===== src/rtl/iowd_pkg.sv =====
package iowd_pkg;
  // ************************************************************
  // Register map (I/O port addresses)
  // ************************************************************
  localparam logic [11:0] ADDR_UNIT_SEL = 12'h865;
  localparam logic [11:0] ADDR_TIMEOUT_VAL = 12'h866;
  localparam logic [11:0] ADDR_FINISH_LOW = 12'h867;
  localparam logic [11:0] ADDR_FINISH_HIGH = 12'h868;

  // ************************************************************
  // Fields and reset values
  // ************************************************************
  localparam int UNIT_SEC_BIT = 7;
  localparam logic [7:0] UNIT_SEL_RESET = 8'h00;
  localparam logic [7:0] TIMEOUT_VAL_RESET = 8'h00;
  localparam logic [7:0] FINISH_RESET = 8'h00;
  localparam logic [7:0] ZERO_BYTE = 8'h00;
  localparam int STATUS_BIT = 0;

  // ************************************************************
  // Timing
  // ************************************************************
  localparam int CLK_HZ = 10_000_000;
  localparam int SECOND_S = 1;
  localparam int SECOND_CYCLES = SECOND_S * CLK_HZ;
  localparam int MINUTE_S = 60;
  localparam int SECONDS_PER_MINUTE = MINUTE_S / SECOND_S;

  typedef enum logic [1:0] {
    IOWD_IDLE = 2'b00,
    IOWD_RUN = 2'b01,
    IOWD_EXPIRED = 2'b10
  } iowd_state_e;
endpackage


===== src/rtl/iowd_tick_gen.sv =====
`timescale 1ns/1ns
// Produces one-cycle second ticks and minute ticks while enabled
module iowd_tick_gen
  import iowd_pkg::*;
#(
  parameter int SEC_CYCLES = SECOND_CYCLES
) (
  // Clock and reset
  input wire logic i_clk,
  input wire logic i_rst_n,
  // Control
  input wire logic i_restart,
  input wire logic i_run,
  // Ticks
  output logic o_sec_tick,
  output logic o_min_tick
);
  logic [23:0] cyc_reg;
  logic [5:0] sec_reg;
  wire cyc_last = (cyc_reg == 24'(SEC_CYCLES - 1));
  wire sec_last = (sec_reg == 6'(SECONDS_PER_MINUTE - 1));

  // Prescaler restarts on every reload so the first unit is full length
  always_ff @(posedge i_clk or negedge i_rst_n) begin
    if (!i_rst_n) begin
      cyc_reg <= 24'h000000;
      sec_reg <= 6'h00;
    end else if (i_restart || !i_run) begin
      cyc_reg <= 24'h000000;
      sec_reg <= 6'h00;
    end else if (cyc_last) begin
      cyc_reg <= 24'h000000;
      sec_reg <= sec_last ? 6'h00 : sec_reg + 6'h01;
    end else begin
      cyc_reg <= cyc_reg + 24'h000001;
    end
  end

  assign o_sec_tick = i_run && !i_restart && cyc_last;
  assign o_min_tick = o_sec_tick && sec_last;
endmodule


===== src/rtl/iowd_top.sv =====
`timescale 1ns/1ns
module iowd_top
  import iowd_pkg::*;
#(
  parameter int SEC_CYCLES = SECOND_CYCLES
) (
  // Clock and reset
  input wire logic I_CORE_CLK,
  input wire logic I_RSTN,
  // I/O port bus
  input wire logic [11:0] I_IO_ADDR,
  input wire logic [7:0] I_IO_WDATA,
  input wire logic I_IO_WR,
  input wire logic I_IO_RD,
  output logic [7:0] O_IO_RDATA,
  // Watchdog status
  output logic O_TIMEOUT,
  output logic O_RUNNING
);
  // ************************************************************
  // Reset release
  // ************************************************************
  logic rst_meta_reg;
  logic rst_sync_reg;
  always_ff @(posedge I_CORE_CLK or negedge I_RSTN) begin
    if (!I_RSTN) begin
      rst_meta_reg <= 1'b0;
      rst_sync_reg <= 1'b0;
    end else begin
      rst_meta_reg <= 1'b1;
      rst_sync_reg <= rst_meta_reg;
    end
  end
  wire rst_n = rst_sync_reg;

  // ************************************************************
  // Address decode
  // ************************************************************
  function automatic logic hit(input logic [11:0] a, input logic [11:0] b);
    hit = (a == b);
  endfunction

  wire wr_unit = I_IO_WR && hit(I_IO_ADDR, ADDR_UNIT_SEL);
  wire wr_val = I_IO_WR && hit(I_IO_ADDR, ADDR_TIMEOUT_VAL);
  wire wr_low = I_IO_WR && hit(I_IO_ADDR, ADDR_FINISH_LOW);
  wire wr_high = I_IO_WR && hit(I_IO_ADDR, ADDR_FINISH_HIGH);
  wire wr_zero = (I_IO_WDATA == ZERO_BYTE);

  // ************************************************************
  // Registers
  // ************************************************************
  logic [7:0] unit_reg;
  logic [7:0] val_reg;
  logic [7:0] low_reg;
  logic [7:0] high_reg;
  logic [7:0] count_reg;
  logic [7:0] count_next;
  logic status_reg;
  logic status_next;
  iowd_state_e state_reg;
  iowd_state_e state_next;
  logic [7:0] rdata_reg;

  // Software-written storage; finish registers hold their byte, and a zero write to the high one also clears the status flag
  always_ff @(posedge I_CORE_CLK or negedge rst_n) begin
    if (!rst_n) begin
      unit_reg <= UNIT_SEL_RESET;
      val_reg <= TIMEOUT_VAL_RESET;
      low_reg <= FINISH_RESET;
      high_reg <= FINISH_RESET;
    end else begin
      if (wr_unit) unit_reg <= I_IO_WDATA;
      if (wr_val) val_reg <= I_IO_WDATA;
      if (wr_low) low_reg <= I_IO_WDATA;
      if (wr_high) high_reg <= I_IO_WDATA;
    end
  end

  // ************************************************************
  // Unit ticks
  // ************************************************************
  logic sec_tick;
  logic min_tick;
  wire running = (state_reg == IOWD_RUN);
  wire unit_tick = unit_reg[UNIT_SEC_BIT] ? sec_tick : min_tick;

  iowd_tick_gen #(
    .SEC_CYCLES(SEC_CYCLES)
  ) u_tick (
    .i_clk(I_CORE_CLK),
    .i_rst_n(rst_n),
    .i_restart(wr_val),
    .i_run(running),
    .o_sec_tick(sec_tick),
    .o_min_tick(min_tick)
  );

  // ************************************************************
  // Countdown state machine
  // ************************************************************
  // A value write always wins over a tick in the same cycle
  always_comb begin
    state_next = state_reg;
    count_next = count_reg;
    case (state_reg)
      IOWD_IDLE: begin
        if (wr_val && !wr_zero) begin
          state_next = IOWD_RUN;
          count_next = I_IO_WDATA;
        end
      end
      IOWD_RUN: begin
        if (wr_val && wr_zero) begin
          state_next = IOWD_IDLE;
          count_next = ZERO_BYTE;
        end else if (wr_val) begin
          count_next = I_IO_WDATA;
        end else if (unit_tick) begin
          count_next = count_reg - 8'h01;
          if (count_reg == 8'h01) begin
            state_next = IOWD_EXPIRED;
          end
        end
      end
      IOWD_EXPIRED: begin
        if (wr_val && wr_zero) begin
          state_next = IOWD_IDLE;
        end else if (wr_val) begin
          state_next = IOWD_RUN;
          count_next = I_IO_WDATA;
        end
      end
      default: begin
        state_next = IOWD_IDLE;
        count_next = ZERO_BYTE;
      end
    endcase
  end

  // Expiry sets the flag; the set wins over a same-cycle clear
  wire expire_now = running && !wr_val && unit_tick && (count_reg == 8'h01);
  wire clear_status = wr_high && wr_zero;
  assign status_next = expire_now ? 1'b1 : (clear_status ? 1'b0 : status_reg);

  always_ff @(posedge I_CORE_CLK or negedge rst_n) begin
    if (!rst_n) begin
      state_reg <= IOWD_IDLE;
      count_reg <= ZERO_BYTE;
      status_reg <= 1'b0;
    end else begin
      state_reg <= state_next;
      count_reg <= count_next;
      status_reg <= status_next;
    end
  end

  // ************************************************************
  // Read path
  // ************************************************************
  // High register shows the status flag in bit 0 and the stored byte in bits 7:1
  wire [7:0] high_view = {high_reg[7:1], status_reg};
  wire [7:0] rd_mux = hit(I_IO_ADDR, ADDR_UNIT_SEL) ? unit_reg :
                      hit(I_IO_ADDR, ADDR_TIMEOUT_VAL) ? count_reg :
                      hit(I_IO_ADDR, ADDR_FINISH_LOW) ? low_reg :
                      hit(I_IO_ADDR, ADDR_FINISH_HIGH) ? high_view : ZERO_BYTE;

  always_ff @(posedge I_CORE_CLK or negedge rst_n) begin
    if (!rst_n) begin
      rdata_reg <= ZERO_BYTE;
    end else if (I_IO_RD) begin
      rdata_reg <= rd_mux;
    end
  end

  assign O_IO_RDATA = rdata_reg;
  assign O_TIMEOUT = status_reg;
  assign O_RUNNING = running;
endmodule


===== config.mk =====
export PLATFORM = sky130hd
export DESIGN_NAME = iowd_top
export DESIGN_NICKNAME = d
export VERILOG_FILES = /design/src/rtl/iowd_pkg.sv /design/src/rtl/iowd_tick_gen.sv /design/src/rtl/iowd_top.sv
export SDC_FILE = /design/constraint.sdc
export NUM_CORES = 1
export LEC_CHECK = 0
export ABC_CLOCK_PERIOD_IN_PS = 5740
export BUFFER_PORTS_ARGS = -buffer_cell sky130_fd_sc_hd__buf_2
export CORE_MARGIN = 2
export CORE_UTILIZATION = 45
export CTS_CLUSTER_DIAMETER = 80
export DETAILED_ROUTE_END_ITERATION = 16
export GPL_TIMING_DRIVEN = 0
export PLACE_DENSITY = 0.66
export SYNTH_ARGS = -nofsm -noshare
export SYNTH_HDL_FRONTEND = slang
export SYNTH_SLANG_ARGS = --single-unit

===== constraint.sdc =====
create_clock -name I_CORE_CLK -period 5.74 [get_ports I_CORE_CLK]
set_input_delay 0.574 -clock I_CORE_CLK [delete_from_list [all_inputs] [get_ports I_CORE_CLK]]
set_output_delay 0.574 -clock I_CORE_CLK [all_outputs]
set_load 0.1 [all_outputs]

; Yosys cells after proc, flatten, opt, wreduce, memory -nomap -nowiden
; Index checks and enable logic that the tools add are counted.
[totals]
reg_bits = 75
latchBits = 0
ram_bits = 0
rom_bits = 0
in_bits = 24
out_inout_bits = 10
wordCells = 80
n_memories = 0
[op_classes]
addsub = 3
multipliers = 0
div_mod_pow = 0
magnitude_cmp = 0
n_eq_ne = 17
shift = 0
n_mux = 27
bitwise = 0
reduce_logical = 22
[op_table]
columns = op, count
row1 = 8-bit two-way mux, 10
row2 = 12-bit == test (second input constant), 4
row3 = 24-bit two-way mux, 2
row4 = 24-bit by 1-bit adder with 24-bit output (second input constant), 1
row5 = 24-bit == test (second input constant), 1
row6 = 8-bit one-hot mux with 3 select lines, 1
row7 = 6-bit two-way mux, 3
row8 = 2-bit two-way mux, 7
row9 = 1-bit logical AND, 12
row10 = 3-bit inequality test (second input constant), 3
row11 = 8-bit by 1-bit == test with 1-bit output (second input constant), 1
row12 = 8-bit logical NOT, 1
row13 = 8-bit by 1-bit subtractor with 8-bit output (second input constant), 1
row14 = 6-bit by 1-bit adder with 6-bit output (second input constant), 1
row15 = 6-bit == test (second input constant), 1
row16 = 2-bit one-hot mux with 3 select lines, 1
row17 = 5-bit AND reduction, 1
row18 = 2-bit inequality test (second input constant), 2
row19 = 4-bit by 3-bit inequality test with 1-bit output (second input constant), 1
row20 = 4-bit AND reduction, 1
row21 = 2-bit nonzero test, 2
row22 = 1-bit logical NOT, 3
row23 = 1-bit two-way mux, 3
row24 = 3-bit by 2-bit inequality test with 1-bit output (second input constant), 1
row25 = 5 further kinds, 5

; Longest topological paths before layout
; Gate-level depths: netlist of run 1.
[logic_depth]
ltp_word = 11
depth_mapped = 8
mapped_depth_nobuf = 7

; Cells and area by module
; From an unflattened synthesis of run 1, not the netlist that was laid out.
[unflattened]
cells_unflattened = 386
hier_area_um2 = 3910.0
[by_module_without_submodules]
columns = module, instances, cells_per_inst, area_each_um2, seq_area_each_um2
row1 = iowd_top, 1, 226, 2342.2, 1101.1
row2 = iowd_tick_gen, 1, 160, 1567.8, 750.7

; Worst setup path after synthesis of run 1
; OpenSTA, ideal clock, no wires.
[synth_timing]
path_kind = register to register
startpoint = reg state_reg[0]
endpoint = reg count_reg[3]
setup_time_ps = 77
arrival_time_ps = 2791
slack_ps = 2872
stages_incl_launch_ff = 8
path_buffers = 2
path_cell_list = dfrtp_1 clkbuf_1 nor2b_1 nand2_1 clkbuf_1 nor2_1 a22oi_1 o21ai_1
[synth_via]
elab_chain_cells = 7
word_cells_on_any_way = 13
cone_classes = 6 x eq/ne / 2 x mux / 5 x reduce/logical
[synth_rtl]
columns = element, line
row1 = "start, declared", iowd_top.sv:60  ; iowd_state_e state_reg;
row2 = "start signal, assigned", iowd_top.sv:151  ; state_reg <= state_next;
row3 = 2-bit by 1-bit == test with 1-bit output *, iowd_top.sv:84  ; wire running = (state_reg == IOWD_RUN);
row4 = named net O_RUNNING, iowd_top.sv:18  ; output logic O_RUNNING
row5 = 1-bit logical AND (2 in a row), iowd_tick_gen.sv:39  ; assign o_sec_tick = i_run && !i_restart && cyc_last;
row6 = 1-bit logical AND, iowd_tick_gen.sv:40  ; assign o_min_tick = o_sec_tick && sec_last;
row7 = 1-bit two-way mux, iowd_top.sv:85  ; wire unit_tick = unit_reg[UNIT_SEC_BIT] ? sec_tick : min_tick;
row8 = 4-bit by 3-bit inequality test with 1-bit output (no line), n/a
row9 = 4-bit AND reduction (no line), n/a
row10 = "end signal, assigned", iowd_top.sv:152  ; count_reg <= count_next;
row11 = "end, declared", iowd_top.sv:56  ; logic [7:0] count_reg;
; The timed path passes the listed nets; every way through them passes the cells marked *.
; A chain may end at the register's enable or synchronous reset.

; Worst setup path in the final report of run 1
[layout_timing]
startpoint = reg state_reg[0]
endpoint = out O_RUNNING
[layout_via]
elab_chain_cells = 1
[layout_rtl]
columns = element, line
row1 = 2-bit by 1-bit == test with 1-bit output, iowd_top.sv:84
row2 = "end, declared", iowd_top.sv:18
; No other way between the ends.

==> qor.yml, run 1 <==
drtAntennaViolNets: 0
hold_viol_final: 0
path_class: "reg -> out"
worst_slew_pin_slew_ps: 716
avgRoutedWirePerCell_um: 15.3
p_leak_nw: 1.91
syn-num-nets: 394
vdd_drop_max_mv: 0.155
slew_violations: 0
cts_setup_buffers: 0
max_freq_ghz: 0.424
grt_usage_pct: 19.2
ff_latch_area_um2: 1860
ys.flop_type: "dfrtp_1"
synth_seq_cells: 74
cts_tree: "built"
die_y_um: 95.0
nNetsFinal: 440
fill_cells: 718
power.density_nw_per_um2: 233
grt_pass1_vias: 2841
yosys_warnings: 0
power_frac_comb_pct: 3.8
start_kind: "register"
cts_buffer_depth: 2
cp.arrival_ps: 1790
crit_required_ps: 5170
clkTransAtPathRegs_ps: 90
slew_headroom_pct: 51.9
grt_pass1_wl_um: 13300
internal_power_w: 0.000747
multi_input_area_um2: 1770
period_share_pct: 41.1
drtPass1Iterations: 4
overflow: 0
worstSkewPairLatency_ps: 350
grt_max_degree: 56
antenna_found_initial: 0
cts_sinks: 74
synth_cell_type_count: 51
ys_seq_area_share_pct: 49.7
dieArea_um2: 9020
synth_area_um2: 3730
vias: 2859
layout-drive-gt1-share_pct: 21.6
fin_ws_ps: 3380
seqPwrFrac_pct: 52.8
htreeDepth: 3
std_cell_rows: 33
post-route-util_pct: 52.5
dpl_cell_area_um2: 4050
sw_frac_of_total_pct: 25.1
dp_hpwl_um: 5780
portBuffers: 33
antenna_cells: 0
clockRootBuffer: "clkbuf_8"
route.detailed.drc: 0
synthToLayoutAreaGrowth_pct: 14.6
cts_buffers: 9
io_pins: 34
worstHoldPathType: "reg -> async"
synth_edf_count: 0
gp_congestion: 0.792
skew_ps: 8.64
coreArea_um2: 8130
avgSynthCellArea_um2: 10.2
p_switching_w: 0.000250
drtIter0Drc: 124
critPathMaxFanout: 10
start_util_pct: 45.8
largest_register_ffs: 24
async_flop_share_pct: 100
via_per_inst: 5.48
dp_slack_ps: 3150
die_w_um: 95.0
syn_inst: 366
wirelength_um: 7960
status: "complete, no violations"
rsz0062_at_grt: "no"
layout_min_cycle_time_ps: 2360
fin_tns_setup_ps: 0
maxCapViolations: 0
end_kind: "primary output"
fin_area_um2: 4270
p_clk_share_pct: 43.4
final-setup-viol-count: 0
==> layer usage <==
metal	track usage [%]	vias up	wire [µm]
li1	-	1395	-
met4	7.85	0	122
met3	3.43	12	227
met1	24.7	1407	3660
met5	0	-	0
met2	31.9	45	3960
==> logic make-up (layout without fill, tap and decap cells) <==
logic type                 count (synthesis)  after routing  synth area share (%)
other                                      1              1                 0.101
AOI/OAI and AO/OA                         74             74                  12.1
adders and majority gates                  4              4                  1.34
xor gates and xnor gates                  21             21                  4.94
and+or+nand+nor                          137            137                  20.0
buffers and inverters                     25             76                  2.82
muxes                                     30             30                  9.03
DFF                                       74             74                  49.7
==> final timing paths <==
check / start / cells after the start / slack [ps] / endpoint
worst min-delay path: rst_n$_DFF_PN0_ / 0 / 200 / high_reg[6]$_DFFE_PN0P_
max in group asynchronous: rst_n$_DFF_PN0_ / 1 / 4990 / high_reg[2]$_DFFE_PN0P_
worst min register to register: rst_n$_DFF_PN0_ / 0 / 200 / high_reg[6]$_DFFE_PN0P_
worst max-delay path: state_reg[0]$_DFFE_PN0P_ / 3 / 3380 / O_RUNNING
min in group I_CORE_CLK: rst_meta_reg$_DFF_PN0_ / 0 / 360 / rst_n$_DFF_PN0_
worst max register to register: u_tick.cyc_reg[17]$_DFF_PN0_ / 7 / 3470 / count_reg[1]$_DFFE_PN0P_
==> worst max-delay path: stages, from the launching register on <==
cell and delay, ps:
dfrtp_1 340, clkbuf_1 270, nor2b_1 340, buf_2 490
==> repair_timing <==
item                                   CTS  global route
endpoints found under the hold margin    2             0
resized for setup                        0             0
hold buffers                             1             0
==> power groups by stage <==
stage	Sequential, W	Clock, W	Combinational [W]
after global placement	0.000544	0	0.0000276
after detailed placement	0.000538	0	0.0000381
final	0.000527	0.000433	0.0000380
after CTS	0.000527	0.000446	0.0000387
after global routing	0.000528	0.000466	0.0000427
after floorplan	0.000542	0	0.0000118
==> synthesized netlist by cell type (7+ instances only) <==
library cell | instances | area share (%)
a21oi_1 | 10 | 1.3
o22ai_1 | 9 | 1.5
xor2_1 | 10 | 2.4
nand2_1 | 25 | 2.5
and3_1 | 7 | 1.2
dfrtp_1 | 74 | 50
xnor2_1 | 11 | 2.6
nand2b_1 | 9 | 1.5
clkbuf_1 | 9 | 0.91
o21ai_0 | 25 | 3.4
a221oi_1 | 8 | 1.9
inv_1 | 12 | 1.2
nand3_1 | 11 | 1.5
nor2_1 | 42 | 4.2
mux2_2 | 26 | 7.9
nor3_1 | 7 | 0.94
o21ai_1 | 9 | 1.2
==> layout by cell type, fill, tap and decap left out, types with 11 or more instances in the layout <==
master,instances
nand3_1,11
nor2_1,42
buf_2,36
o21ai_0,25
dfrtp_1,73
nand2_1,25
inv_1,12
xnor2_1,11
mux2_2,26
==> metrics by stage <==
stage	std cells	hold slack [ps]	power, W
6_report	522	201	0.000997
3_5_place_dp	505	209	0.000576
4_1_cts	522	210	0.00101
5_1_grt	522	224	0.00104
3_3_place_gp	504	338	0.000572
2_1_floorplan	366	278	0.000553
==> area by class of cell <==
class / count / share of cell area, %
Buffer: 13 / 1.41
Tap cell: 105 / 3.08
Clock inverter: 7 / 1.96
Sequential cell: 74 / 43.4
Clock buffer: 9 / 2.90
Multi-Input combinational cell: 267 / 41.4
Timing Repair Buffer: 35 / 4.75
Inverter: 12 / 1.05
(Power assumes the default switching activity.)
==> inputs of run 2 (changes only) <==
--- a/config.mk
+++ b/config.mk
@@ -5,7 +5,8 @@
 export SDC_FILE = /design/constraint.sdc
 export NUM_CORES = 1
 export LEC_CHECK = 0
-export ABC_CLOCK_PERIOD_IN_PS = 5740
+export ABC_AREA = 1
+export ABC_CLOCK_PERIOD_IN_PS = 2400
 export BUFFER_PORTS_ARGS = -buffer_cell sky130_fd_sc_hd__buf_2
 export CORE_MARGIN = 2
 export CORE_UTILIZATION = 45
==> constraint.sdc (replaced) <==
create_clock -name I_CORE_CLK -period 2.4 [get_ports I_CORE_CLK]
set_input_delay 0.24 -clock I_CORE_CLK [delete_from_list [all_inputs] [get_ports I_CORE_CLK]]
set_output_delay 0.24 -clock I_CORE_CLK [all_outputs]
set_load 0.1 [all_outputs]
==> run 2 against run 1 <==
  * Critical path depth rose by 1
  * Cell count rose by 47%
  * Flip-flop and latch count did not move
  * Non-clock buffer count did not move
  * Die area rose by 16%
  * Total power rose to 3.3 times the previous value
  * Synthesized cell count rose by 60%
  * Synthesized area rose by 17%
  * Clock-buffer cell count did not move
  * Combinational power rose to 23 times the previous value
  * Clock skew rose by 1.2 ps
  * Clock power rose by 120%
==> qor.yml, run 2 <==
synth_commonest_cells: "nand2_1, dfrtp_1, inv_1"
layout-drive-gt1-share_pct: 15.0  # -6.5 points
total_power_w: 0.00333  # +230%
crit_path_top_delay_cell: "buf_2"
path_common_cell: "buf_2"
reg2reg_depth: 6  # -1
synth_seq_cells: 74  # unchanged
worstSkewPairLatency_ps: 360  # about the same
critical_path.cell_chain: "inv_2 -> nor2_1 -> buf_2 -> buf_2"
skew_ps: 9.84  # +1.20 ps
r2r_start: "u_tick.cyc_reg[0]$_DFF_PN0_"
ys_seq_area_share_pct: 42.4  # -7.3 points
final_cell_mix: "nand2_1, dfrtp_1, inv_1"
dieArea_um2: 10500  # +16%
critPathMaxFanout: 10  # unchanged
critPathTopFamily: "buffers and inverters"
yosys.area.top_type: "dfrtp_1"
start_kind: "register"
wirelength_um: 11400  # +43%
avgRoutedWirePerCell_um: 14.9  # -2.4%
drtAntennaViolNets: 0  # unchanged
route.detailed.drc: 0  # unchanged
final-setup-viol-count: 0  # unchanged
rsz0062_at_grt: "no"
layout_commonest_cell: "nand2_1"
vdd_drop_max_mv: 0.289  # +87%
start_util_pct: 46.8  # +0.97 points
synth_edf_count: 0  # unchanged
hold_viol_final: 0  # unchanged
syn-num-nets: 615  # +56%
path_class: "reg -> out"
synth_most_common_cell: "nand2_1"
yosysTopAreaCellShare_pct: 42.4  # -7.3 points
period_share_pct: 89.7
dp_slack_ps: 387  # -2760 ps
synthToLayoutAreaGrowth_pct: 12.6
clockRootBuffer: "clkbuf_8"
cp.arrival_ps: 1910  # +120 ps
io_pins: 34  # unchanged
p_leak_nw: 2.45  # +28%
std_cell_rows: 35  # +6.1%
die_y_um: 102  # +7.9%
cts_resized: 0  # unchanged
crit_buf_inv: 3  # +1
layout_min_cycle_time_ps: 2150
drtPass1Iterations: 5  # +1
cts_buffer_depth: 2  # unchanged
synth_area_um2: 4360  # +17%
reg2reg_to: "u_tick.cyc_reg[20]$_DFF_PN0_"
grt_usage_pct: 23.7  # +4.6 points
crit_path_max_incr_delay_ps: 460  # -30 ps
worstHoldPathType: "reg -> async"
end_kind: "primary output"
yosys_warnings: 0  # unchanged
die_w_um: 102  # +7.9%
async_flop_share_pct: 100  # unchanged
synth_cell_type_count: 38  # -25%
drtIter0Drc: 196  # +58%
power.density_nw_per_um2: 677  # +190%
ys_top_cells_by_area: "dfrtp_1, nand2_1, nand3_1"
max_freq_ghz: 0.464
overflow: 0  # unchanged
dp_hpwl_um: 8470  # +47%
largest_register_ffs: 24  # unchanged
syn_inst: 587  # +60%
avgSynthCellArea_um2: 7.43  # -27%
cts_buffers: 9  # unchanged
via_per_inst: 5.28  # -3.6%
nNetsFinal: 661  # +50%
portBuffers: 33  # unchanged
antenna_found_initial: 0  # unchanged
ys.flop_type: "dfrtp_1"
antenna_cells: 0  # unchanged
clkTransAtPathRegs_ps: 90  # about the same
maxCapViolations: 0  # unchanged
htreeDepth: 3  # unchanged
slew_violations: 0  # unchanged
r2r_setup_slack_ps: 320  # -3150 ps
cts_tree: "built"
grt_max_degree: 70  # +25%
gp_congestion: 0.975  # +23%
coreArea_um2: 9330  # +15%
crit_required_ps: 2160  # -3010 ps
status: "complete, no violations"
cts_sinks: 74  # unchanged
grt_pass1_wl_um: 19200  # +44%
fin_ws_ps: 247  # -3130 ps
grt_pass1_vias: 3939  # +39%
vias: 4050  # +42%
[run 2: cell types whose count changed after synthesis, sizes merged, moves of 13 or more]
cell and change:
inv +57, mux2 -29, nand2 +147, nand3 +42, nand4 +14, nor2 +20, nor3 +13, o21ai +24
[run 2: through the flow]
step	utilization [%]	cell area [µm²]	cells	setup TNS, ps	hold slack [ps]
floorplan	-	4360	587	0	-55.6
global placement	50.3	4690	749	-48220	25.1
detailed placement	50.6	4720	750	0	27.4
CTS	52.7	4910	767	0	130
global route	52.7	4910	767	0	134
finish	52.7	4910	767	0	121
[run 2: power breakdown]
group | switching [W] | total [W] | internal [W]
Clock | 0.000547 | 0.000939 | 0.000392
Sequential | 0.000148 | 0.00153 | 0.00138
Combinational | 0.000548 | 0.000863 | 0.000315
Total | 0.00124 | 0.00333 | 0.00208
[run 2: worst max-delay path by stage]
stage	from	end	slack, ps	cells past startpoint
2_1_floorplan	rst_n$_DFF_PN0_	O_IO_RDATA[0]$_DFFE_PN0P_	190	0
3_3_place_gp	rst_n$_DFF_PN0_	low_reg[2]$_DFFE_PN0P_	-680	0
3_5_place_dp	u_tick.cyc_reg[0]$_DFF_PN0_	u_tick.cyc_reg[20]$_DFF_PN0_	390	6
4_1_cts	state_reg[0]$_DFFE_PN0P_	O_RUNNING	270	4
5_1_grt	u_tick.cyc_reg[0]$_DFF_PN0_	u_tick.cyc_reg[20]$_DFF_PN0_	150	6
6_report	state_reg[0]$_DFFE_PN0P_	O_RUNNING	250	4
[run 2: cell type report]
cell class,instances,area [µm²]
Multi-Input combinational cell,431,2170
Inverter,69,262
Timing Repair Buffer,35,203
Sequential cell,74,1860
Fill cell,897,4420
Tap cell,129,161
Buffer,13,81.3
Clock buffer,9,124
Clock inverter,7,57.6
[run 2: metal layers]
metal / GRT usage (%) / share of wire (%)
met5: 0 / 0
met4: 11.8 / 3.8
met3: 3.42 / 4.3
met2: 39.5 / 48
met1: 30.2 / 44
[run 2: logic make-up (layout without fill, tap and decap cells)]
family | after synthesis | after routing | share of synthesized area, %
simple gates | 331 | 331 | 35.3
compound gates | 82 | 82 | 10.5
buf+inv | 82 | 133 | 7.86
xor+xnor | 13 | 13 | 2.61
other cells | 1 | 1 | 0.0860
flops | 74 | 74 | 42.4
fa+ha+maj | 4 | 4 | 1.15
[run 2: what timing repair did]
item	CTS	global route
buffers inserted	0	0
hold endpoints to repair	2	0
hold buffers	1	0
==> inputs of run 3 (changes only) <==
--- a/config.mk
+++ b/config.mk
@@ -5,7 +5,6 @@
 export SDC_FILE = /design/constraint.sdc
 export NUM_CORES = 1
 export LEC_CHECK = 0
-export ABC_AREA = 1
 export ABC_CLOCK_PERIOD_IN_PS = 2400
 export BUFFER_PORTS_ARGS = -buffer_cell sky130_fd_sc_hd__buf_2
 export CORE_MARGIN = 2
==> run 3 against run 2 <==
  * Non-clock buffer count did not move
  * Hold slack gained 55 ps
  * Critical path depth rose by 3
  * Highest routed layer unchanged
==> qor.yml, run 3 (synthesis gave the netlist of run 1 again) <==
status: "complete, no violations"
slew_headroom_pct: 54.5
start_kind: "register"
crit_buf_inv: 1  # -2
total_power_w: 0.00243  # -27%
cts_tree: "built"
skew_ps: 7.66  # -2.18 ps
dieArea_um2: 9020  # -14%
route.detailed.drc: 0  # unchanged
drtAntennaViolNets: 0  # unchanged
critical_path.cell_chain: "or4b_1 -> nor4_2 -> nor3b_2 -> o22ai_1 -> buf_2 -> o21ai_0 -> o21ai_1"
avgRoutedWirePerCell_um: 15.2  # +2.0%
cts_sinks: 74  # unchanged
fin_cells: 522  # -32%
antenna_found_initial: 0  # unchanged
period_share_pct: 91.6  # +1.9 points
wirelength_um: 7930  # -31%
final_cell_mix: "dfrtp_1, nor2_1, buf_2"
io_pins: 34  # unchanged
grt_max_degree: 39  # -44%
grt_pass1_vias: 2811  # -29%
antenna_cells: 0  # unchanged
layout_commonest_cell: "dfrtp_1"
rsz0062_at_grt: "no"
std_cell_rows: 33  # -5.7%
end_kind: "register"
portBuffers: 33  # unchanged
placed_cells: 505  # -33%
cts_buffer_depth: 2  # unchanged
htreeDepth: 3  # unchanged
crit_path_top_delay_cell: "or4b_1"
synthToLayoutAreaGrowth_pct: 15.1
cts_setup_buffers: 0  # unchanged
crit_required_ps: 2630  # +470 ps
nNetsFinal: 440  # -33%
clkTransAtPathRegs_ps: 80  # about the same
layout-drive-gt1-share_pct: 22.3  # +7.3 points
worst_slew_pin_slew_ps: 678
max_freq_ghz: 0.455  # -2.1%
die_w_um: 95.0  # -7.3%
start_util_pct: 45.8  # -0.97 points
worstSkewPairLatency_ps: 350  # about the same
via_per_inst: 5.59  # +5.8%
clockRootBuffer: "clkbuf_8"
hold_viol_final: 0  # unchanged
gp_congestion: 0.788  # -19%
power.density_nw_per_um2: 567  # -16%
layout_min_cycle_time_ps: 2200  # +46.4 ps
vdd_drop_max_mv: 0.335  # +16%
maxCapViolations: 0  # unchanged
critPathMaxFanout: 10  # unchanged
grt_usage_pct: 18.9  # -4.8 points
drtPass1Iterations: 5  # unchanged
largest_register_ffs: 24  # unchanged
cp.arrival_ps: 2430  # +520 ps
r2r_setup_slack_ps: 200  # -120 ps
vias: 2916  # -28%
slew_violations: 0  # unchanged
drtIter0Drc: 189  # -3.6%
grt_pass1_wl_um: 13100  # -32%
worstHoldPathType: "in -> reg"
path_class: "reg -> reg"
coreArea_um2: 8130  # -13%
dp_hpwl_um: 5750  # -32%
cts_buffers: 9  # unchanged
die_y_um: 95.0  # -7.3%
final-setup-viol-count: 0  # unchanged
overflow: 0  # unchanged
p_leak_nw: 1.93  # -21%
critPathTopFamily: "simple AND/OR/NAND/NOR gates"
crit_path_max_incr_delay_ps: 560  # +100 ps
## run 3: cell types whose count changed in the layout (fill, tap and decap cells not counted), sizes merged, moves of 20 or more
cell,before,now
inv,73,14
mux2,0,29
nand2,173,26
nand3,53,11
nor2,62,42
o21ai,58,34
## run 3: path summary, 6_finish.rpt
check,endpoint,from,cells past startpoint
setup / recovery,count_reg[7]$_DFFE_PN0P_,u_tick.cyc_reg[17]$_DFF_PN0_,7
hold / removal,high_reg[6]$_DFFE_PN0P_,I_IO_WDATA[6],2
setup reg to reg,count_reg[7]$_DFFE_PN0P_,u_tick.cyc_reg[17]$_DFF_PN0_,7
hold reg to reg,u_tick.sec_reg[2]$_DFFE_PN0P_,rst_n$_DFF_PN0_,0
max in group asynchronous,O_IO_RDATA[0]$_DFFE_PN0P_,rst_n$_DFF_PN0_,1
min in group asynchronous,rst_n$_DFF_PN0_,I_RSTN,2
## run 3: area by class of cell
class,count,area (µm²)
Clock buffer,9,124
Sequential cell,74,1860
Buffer,13,61.3
Multi-Input combinational cell,267,1780
Timing Repair Buffer,35,195
Fill cell,726,3840
Clock inverter,7,100
Tap cell,105,131
Inverter,12,45.0
## run 3: timing repair
action	CTS	global route
setup endpoints to repair	0	3
hold endpoints to repair	2	0
resized for setup	0	4
hold buffers	1	0
## run 3: through the flow
| stage | setup TNS (ps) | setup WS [ps] | area [µm²] | util [%] | hold WS [ps] |
|---|---|---|---|---|---|
| 6_report | 0 | 201 | 4290 | 52.7 | 176 |
| 5_1_grt | 0 | 25.6 | 4290 | 52.7 | 181 |
| 4_1_cts | 0 | 112 | 4280 | 52.7 | 162 |
| 3_5_place_dp | 0 | 142 | 4050 | 49.8 | 27.8 |
| 3_3_place_gp | -49390 | -689 | 4030 | 49.5 | 25.1 |
| 2_1_floorplan | 0 | 153 | 3730 | - | -55.6 |
## run 3: report_power, final
group | leakage [nW] | internal [W] | switching (W)
Combinational | 0.798 | 0.0000337 | 0.0000511
Sequential | 1.01 | 0.00125 | 0.0000143
Clock | 0.114 | 0.000594 | 0.000489
## run 3: routing by layer
metal  GRT usage (%)  part of all wire (%)  wire [µm]
met3            4.31                   3.5        278
met1            24.8                    45       3580
met4            7.37                   1.4        113
met5               0                     0          0
met2            30.4                    50       3950
